--- src/common/line_status_cfg.svh ---
// Offsets, field positions, reset values and constants of the line status block
`ifndef LINE_STATUS_CFG_SVH
`define LINE_STATUS_CFG_SVH

// Register indices (printed offsets not word aligned)
`define LS_IDX_LINE_STATUS   16'hffa5
`define LS_IDX_IRQ_ENABLE    16'hffb0
`define LS_IDX_IRQ_STATUS    16'hffb1
`define LS_IDX_IRQ_MASK      16'hffb2
// Byte address is four times the index
`define LS_ADDR_LINE_STATUS  18'h3_fe94
`define LS_ADDR_IRQ_ENABLE   18'h3_fec0
`define LS_ADDR_IRQ_STATUS   18'h3_fec4
`define LS_ADDR_IRQ_MASK     18'h3_fec8
`define LS_ADDR_W            18

// Line status bit positions
`define LS_BIT_OVR           0
`define LS_BIT_PTE           1
`define LS_BIT_FRE           2
`define LS_BIT_BRK           3
`define LS_BIT_RXF           4
`define LS_BIT_TXE           5
`define LS_BIT_TX_ALL_EMPTY_FLAG          6

// Interrupt enable bits (status, rx, tx)
`define LS_EN_STATUS         0
`define LS_EN_RX             1
`define LS_EN_TX             2

// Reset values and the error clear mask
`define LS_ERR_RESET         4'h0
`define LS_EN_RESET          3'h0
`define LS_IRQ_RESET         3'h0
`define LS_ERR_MASK          4'hf

`endif

--- src/common/line_status_pkg.sv ---
// Types shared by the line status block
package line_status_pkg;

    typedef struct packed {
        logic rx_break_flag;
        logic rx_framing_err_flag;
        logic rx_parity_err_flag;
        logic rx_overrun_flag;
    } rx_err_type;

    typedef struct packed {
        logic rx_full;
        logic tx_hold_empty;
        logic tx_shift_empty;
    } fifo_state_type;

    typedef enum logic [1:0] {
        ACC_IDLE   = 2'b00,
        ACC_SETUP  = 2'b01,
        ACC_ACCESS = 2'b11
    } apb_phase_type;

endpackage : line_status_pkg

--- src/hw/err_flag_bank.sv ---
// Sticky flag bank: set by events, cleared by writing one
`timescale 1ns/1ps
`default_nettype none
module err_flag_bank #(
    parameter int W = 4
) (
    input  wire logic         pclk,
    input  wire logic         presetn,
    input  wire logic [W-1:0] set_evt,
    input  wire logic [W-1:0] clr_mask,
    output var  logic [W-1:0] flags
);
    logic [W-1:0] next_flags;

    // Set wins over a clear in the same cycle
    assign next_flags = (flags & ~clr_mask) | set_evt;

    always_ff @(posedge pclk or negedge presetn) begin
        if (!presetn) begin
            flags <= '0;
        end else begin
            flags <= next_flags;
        end
    end
endmodule : err_flag_bank
`default_nettype wire

--- src/hw/line_status.sv ---
// Serial line status flags with APB slave, DMA halt and interrupts
//
// Behaviour
// - Any error flag set halts DMA
// - Overrun sets bit 0, resets 0
// - Parity failure sets bit 1
// - Framing bit 2, break bit 3
// - Error flags raise enabled status interrupt
// - Write one clears error flag
// - Bit 5 transmit holding empty, reset 1
// - Bit 6 both transmit registers empty
//
// Chosen here: the APB slave port.
`include "line_status_cfg.svh"
`timescale 1ns/1ps
`default_nettype none
module line_status (
    input  wire logic        pclk,
    input  wire logic        presetn,
    // APB slave
    input  wire logic        psel,
    input  wire logic        penable,
    input  wire logic        pwrite,
    input  wire logic [31:0] paddr,
    input  wire logic [31:0] pwdata,
    output var  logic [31:0] prdata,
    output var  logic        pready,
    output var  logic        pslverr,
    // Receiver events, one-cycle pulses
    input  wire line_status_pkg::rx_err_type rx_err_evt,
    // Buffer conditions, levels
    input  wire logic        rx_holding_full,
    input  wire logic        tx_holding_empty,
    input  wire logic        tx_shift_empty,
    // Outputs
    output var  logic        dma_halt,
    output var  logic        status_irq_req,
    output var  logic        rx_irq_req,
    output var  logic        tx_irq_req,
    output var  logic        irq
);
    logic [3:0]                     err_flags;
    line_status_pkg::fifo_state_type buf_q;
    logic [2:0]                     irq_enable;
    logic [2:0]                     irq_status;
    logic [2:0]                     irq_mask;
    line_status_pkg::rx_err_type     err_s;

    function automatic logic hit(input logic [31:0] a,
                                 input logic [`LS_ADDR_W-1:0] r);
        hit = (a == {{(32-`LS_ADDR_W){1'b0}}, r});
    endfunction : hit

    // Access decode
    wire setup_ok  = psel & ~penable;
    wire wr_take   = psel & penable & pwrite & pready;
    wire hit_lsr   = hit(paddr, `LS_ADDR_LINE_STATUS);
    wire hit_en    = hit(paddr, `LS_ADDR_IRQ_ENABLE);
    wire hit_ist   = hit(paddr, `LS_ADDR_IRQ_STATUS);
    wire hit_imk   = hit(paddr, `LS_ADDR_IRQ_MASK);
    wire hit_any   = hit_lsr | hit_en | hit_ist | hit_imk;

    // Write-one-to-clear of the error flags
    wire [3:0] err_clr = (wr_take & hit_lsr) ?
                         (pwdata[3:0] & `LS_ERR_MASK) : 4'h0;

    err_flag_bank #(.W(4)) u_err (
        .pclk     (pclk),
        .presetn  (presetn),
        .set_evt  (rx_err_evt),
        .clr_mask (err_clr),
        .flags    (err_flags)
    );
    assign err_s = err_flags;

    wire any_err = |err_flags;

    // Line status read value
    wire [7:0] lsr_val = {1'b0,
                          buf_q.tx_hold_empty & buf_q.tx_shift_empty,
                          buf_q.tx_hold_empty,
                          buf_q.rx_full,
                          err_flags};

    // Interrupt requests
    wire next_status_req = any_err & irq_enable[`LS_EN_STATUS];
    wire next_rx_req = buf_q.rx_full & irq_enable[`LS_EN_RX];
    wire next_tx_req = buf_q.tx_hold_empty & irq_enable[`LS_EN_TX];
    wire [2:0] irq_evt = {next_tx_req, next_rx_req, next_status_req};
    wire [2:0] ist_clr = (wr_take & hit_ist) ? pwdata[2:0] : 3'h0;
    wire [2:0] next_irq_status = (irq_status & ~ist_clr) | irq_evt;
    wire       next_irq = |(next_irq_status & irq_mask);

    wire [31:0] rd_mux =
        hit_lsr ? {24'h00_0000, lsr_val} :
        hit_en  ? {29'h0000_0000, irq_enable} :
        hit_ist ? {29'h0000_0000, irq_status} :
        hit_imk ? {29'h0000_0000, irq_mask} : 32'h0000_0000;

    // Buffer state, transmit flags reset to empty
    always_ff @(posedge pclk or negedge presetn) begin
        if (!presetn) begin
            buf_q <= 3'b011;
        end else begin
            buf_q <= {rx_holding_full, tx_holding_empty, tx_shift_empty};
        end
    end

    // APB answers in the first access cycle, with no wait state
    always_ff @(posedge pclk or negedge presetn) begin
        if (!presetn) begin
            pready  <= 1'b0;
            pslverr <= 1'b0;
            prdata  <= 32'h0000_0000;
        end else begin
            pready  <= setup_ok;
            pslverr <= setup_ok & ~hit_any;
            prdata  <= (setup_ok & ~pwrite) ? rd_mux : 32'h0000_0000;
        end
    end

    // Software control registers
    always_ff @(posedge pclk or negedge presetn) begin
        if (!presetn) begin
            irq_enable <= `LS_EN_RESET;
            irq_mask   <= `LS_IRQ_RESET;
            irq_status <= `LS_IRQ_RESET;
        end else begin
            if (wr_take & hit_en) begin
                irq_enable <= pwdata[2:0];
            end
            if (wr_take & hit_imk) begin
                irq_mask <= pwdata[2:0];
            end
            irq_status <= next_irq_status;
        end
    end

    // Registered outputs
    always_ff @(posedge pclk or negedge presetn) begin
        if (!presetn) begin
            dma_halt       <= 1'b0;
            status_irq_req <= 1'b0;
            rx_irq_req     <= 1'b0;
            tx_irq_req     <= 1'b0;
            irq            <= 1'b0;
        end else begin
            dma_halt       <= |(err_flags & ~err_clr) | (|rx_err_evt);
            status_irq_req <= next_status_req;
            rx_irq_req     <= next_rx_req;
            tx_irq_req     <= next_tx_req;
            irq            <= next_irq;
        end
    end
endmodule : line_status
`default_nettype wire

--- config.mk ---
export PLATFORM = sky130hd
export DESIGN_NAME = line_status
export DESIGN_NICKNAME = d
export VERILOG_FILES = /design/src/common/line_status_pkg.sv /design/src/hw/err_flag_bank.sv /design/src/hw/line_status.sv
export VERILOG_INCLUDE_DIRS = /design/src /design/src/common
export SDC_FILE = /design/constraint.sdc
export NUM_CORES = 1
export LEC_CHECK = 0
export BUFFER_PORTS_ARGS = -buffer_cell sky130_fd_sc_hd__buf_2
export CORE_AREA = 3 3 67 69
export DETAILED_ROUTE_END_ITERATION = 8
export DIE_AREA = 0 0 70 72
export PLACE_DENSITY = 0.77
export SLEW_MARGIN = 15
export SYNTH_ARGS = -nofsm -noshare
export SYNTH_HDL_FRONTEND = slang
export SYNTH_SLANG_ARGS = --single-unit
--- constraint.sdc ---
create_clock -name pclk -period 1.8 [get_ports pclk]
set_input_delay 0.36 -clock pclk [delete_from_list [all_inputs] [get_ports pclk]]
set_output_delay 0.36 -clock pclk [all_outputs]
set_load 0.05 [all_outputs]
==> flow_metrics.py <==
metrics = {
    "sta": {
        "finalSetupViolations": 9,
        "tightest_slew_ns": 0.638,
        "setup_ws_ns": -0.0989,
        "period_needed_ns": 1.90,
        "hold_viol_final": 0,
        "maxSlewHeadroom": 0.575,
        "fmax_mhz": 527,
        "setup_tns_ns": -0.384,
        "rsz0062_at_grt": "yes",
        "period_share": 1.05,
        "slew_violations": 0,
        "skew_ns": 0.00521,
    },
    "routing": {
        "antenna_left": 0,
        "num_vias": 1374,
        "routed_wl_um": 3760,
        "dr.pass1.iters": 5,
        "drtIter0Drc": 91,
        "viasPerCell": 4.82,
        "wl_per_cell_um": 13.2,
        "drc": 0,
    },
    "critical_path": {
        "cp_data_arrival_time_ns": 2.04,
        "cp-end-kind": "flip-flop",
        "cp.required_ns": 1.95,
        "rr_startpoint": "pready",
        "path_max_fanout": 6,
        "r2r_slack_ns": 0.13,
        "criticalPathCategory": "in2reg",
        "start_kind": "primary input",
        "worst_r2r_path_depth": 4,
        "r2r-end": "dma_halt",
    },
    "clock_tree": {
        "cts_tree": "done",
        "cts_buffers": 5,
        "cts_max_level": 2,
        "clk_pin_slew_ns": 0.06,
        "cts_buffer_depth": 2,
        "cts_sinks": 30,
        "root_buffer": "clkbuf_8",
        "clk_latency_ns": 0.28,
    },
    "global_route": {
        "grt_usage": 0.153,
        "grt_pass1_wl_um": 5880,
        "grt_pass1_vias": 1345,
        "antenna_found_initial": 0,
        "grt_overflow_total": 0,
        "grt_start_max_net_pins": 31,
    },
    "placed_design": {
        "port_buffers": 61,
        "pre_cts_ws_ns": -0.422,
        "hpwlAfterDp_um": 2980,
        "place.gp.congestion": 0.894,
    },
    "die": {
        "initial_utilization": 0.394,
        "die_h_um": 72,
        "dieArea_sq_um": 5040,
        "die_width_um": 70,
        "ios": 115,
        "core_area_sq_um": 3970,
        "rows": 23,
    },
    "synth": {
        "ys.flop_type": "dfrtp_1",
        "async_flop_share": 1.00,
        "yosysSeqAreaShare": 0.481,
        "ys_seq_elements": 30,
        "synth_cells": 146,
        "yosysUniqueCellTypes": 39,
        "ys_warn_count": 0,
        "synth.avg_cell_area_sq_um": 10.7,
        "synth-edff-count": 0,
        "syn_area_sq_um": 1570,
    },
    "cells_and_area": {
        "finalNetCount": 310,
        "syn_to_final_growth_pct": 37.9,
        "final_layout_size_suffix_gt1_frac": 0.498,
        "antenna_cells": 0,
        "final_cell_mix": "buf_2, dfrtp_1, conb_1",
        "final_common_cell": "buf_2",
    },
    "run": {
        "maxCapViolCount": 0,
    },
    "pwr": {
        "ir_drop_mv": 0.349,
        "leakage_uw": 0.00114,
        "power_density_nw_per_um2": 685,
    },
    "worst_hold_path": {
        "hold_path.class": "in2async",
    },
    "run_status": {
        "violations": "setup timing",
        "status": "finished with violations",
    },
}
-- cell usage after synthesis (2+ instances only) --
| cell | n | area [sq um] |
|---|---|---|
| a21o_1 | 2 | 15.0 |
| a21oi_1 | 8 | 40.0 |
| a31oi_1 | 5 | 31.3 |
| and2_1 | 3 | 18.8 |
| and3_1 | 3 | 18.8 |
| buf_4 | 25 | 188 |
| dfrtp_1 | 28 | 701 |
| dfstp_2 | 2 | 52.6 |
| inv_1 | 3 | 11.3 |
| mux2_2 | 6 | 67.6 |
| nand2_1 | 9 | 33.8 |
| nor2_1 | 10 | 37.5 |
| nor2b_1 | 2 | 12.5 |
| nor3b_1 | 5 | 37.5 |
| nor4_1 | 3 | 18.8 |
| nor4_2 | 3 | 37.5 |
| o2111ai_1 | 3 | 26.3 |
| o21ai_0 | 5 | 25.0 |
-- report_power, final --
group | switching, uW | internal (uW) | leakage, uW
Clock | 250 | 306 | 0.0000472
Combinational | 179 | 58.8 | 0.000714
Sequential | 1.98 | 682 | 0.000382
Total | 431 | 1050 | 0.00114
-- how the worst max path moves through the flow --
stage	slack, ns	from	endpoint	depth (start not counted)
after floorplan	-0.21	paddr[19]	dma_halt	5
after global placement	-0.39	paddr[19]	irq	8
after detailed placement	-0.42	paddr[19]	irq	8
after CTS	-0.1	paddr[19]	dma_halt	6
after global routing	-0.17	paddr[19]	dma_halt	6
final	-0.1	paddr[19]	dma_halt	6
-- stage by stage --
| stage | cell area [sq um] | util | std cells | hold slack, ns | total power (uW) |
|---|---|---|---|---|---|
| finish | 2160 | 0.544 | 285 | 0.0968 | 1480 |
| global route | 2160 | 0.544 | 285 | 0.142 | 1540 |
| CTS | 2130 | 0.536 | 285 | 0.118 | 1490 |
| detailed placement | 1990 | 0.501 | 276 | 0.424 | 928 |
| global placement | 1990 | 0.501 | 276 | 0.414 | 925 |
| floorplan | 1660 | - | 170 | 0.0644 | 881 |
-- metal layers --
metal / GRT usage / wire length [um] / vias to the layer above
met5: 0 / 0 / -
met4: 0.0574 / 34 / 0
met3: 0.0554 / 323 / 4
met2: 0.282 / 2000 / 58
met1: 0.160 / 1400 / 656
li1: - / - / 656
-- sequential cells by signal (all words and copies together) (netlist names) --
signal	cells
irq	1
pready	1
rx_irq_req	1
pslverr	1
status_irq_req	1
u_err.flags	4
prdata	7
dma_halt	1
irq_enable	3
buf_q	3
irq_mask	3
irq_status	3
tx_irq_req	1
-- cell families after synthesis --
| kind of cell | Yosys count | synth area share |
|---|---|---|
| buffers and inverters | 29 | 0.129 |
| flip-flops | 30 | 0.481 |
| AND/OR/NAND/NOR | 53 | 0.233 |
| other | 1 | 0.00239 |
| multiplexers | 6 | 0.0431 |
| AO/OA/AOI/OAI | 27 | 0.111 |
-- worst max-delay path: stages --
cell and delay (ns):
buf_6 0.08, nand4b_1 0.15, or4b_4 0.56, nor3_4 0.25, a21oi_2 0.10, or4_1 0.54
-- final cells by class --
cell class                      instances  area [sq um]
Timing Repair Buffer                   83           477
Clock inverter                          2          12.5
Inverter                                3          11.3
Clock buffer                            6          82.6
Multi-Input combinational cell        111           761
Tap cell                               50          62.6
Fill cell                             369          1810
Sequential cell                        30           753
-- repair_timing --
action / 4_1_cts / 5_1_grt
resized for setup: 8 / 4
hold buffers: 0 / 0
buffers inserted: 1 / 0
endpoints found under the setup margin: 10 / 14
pin swaps: 1 / 1
gates cloned: 0 / 0
Power figures use the tool's default switching activity.
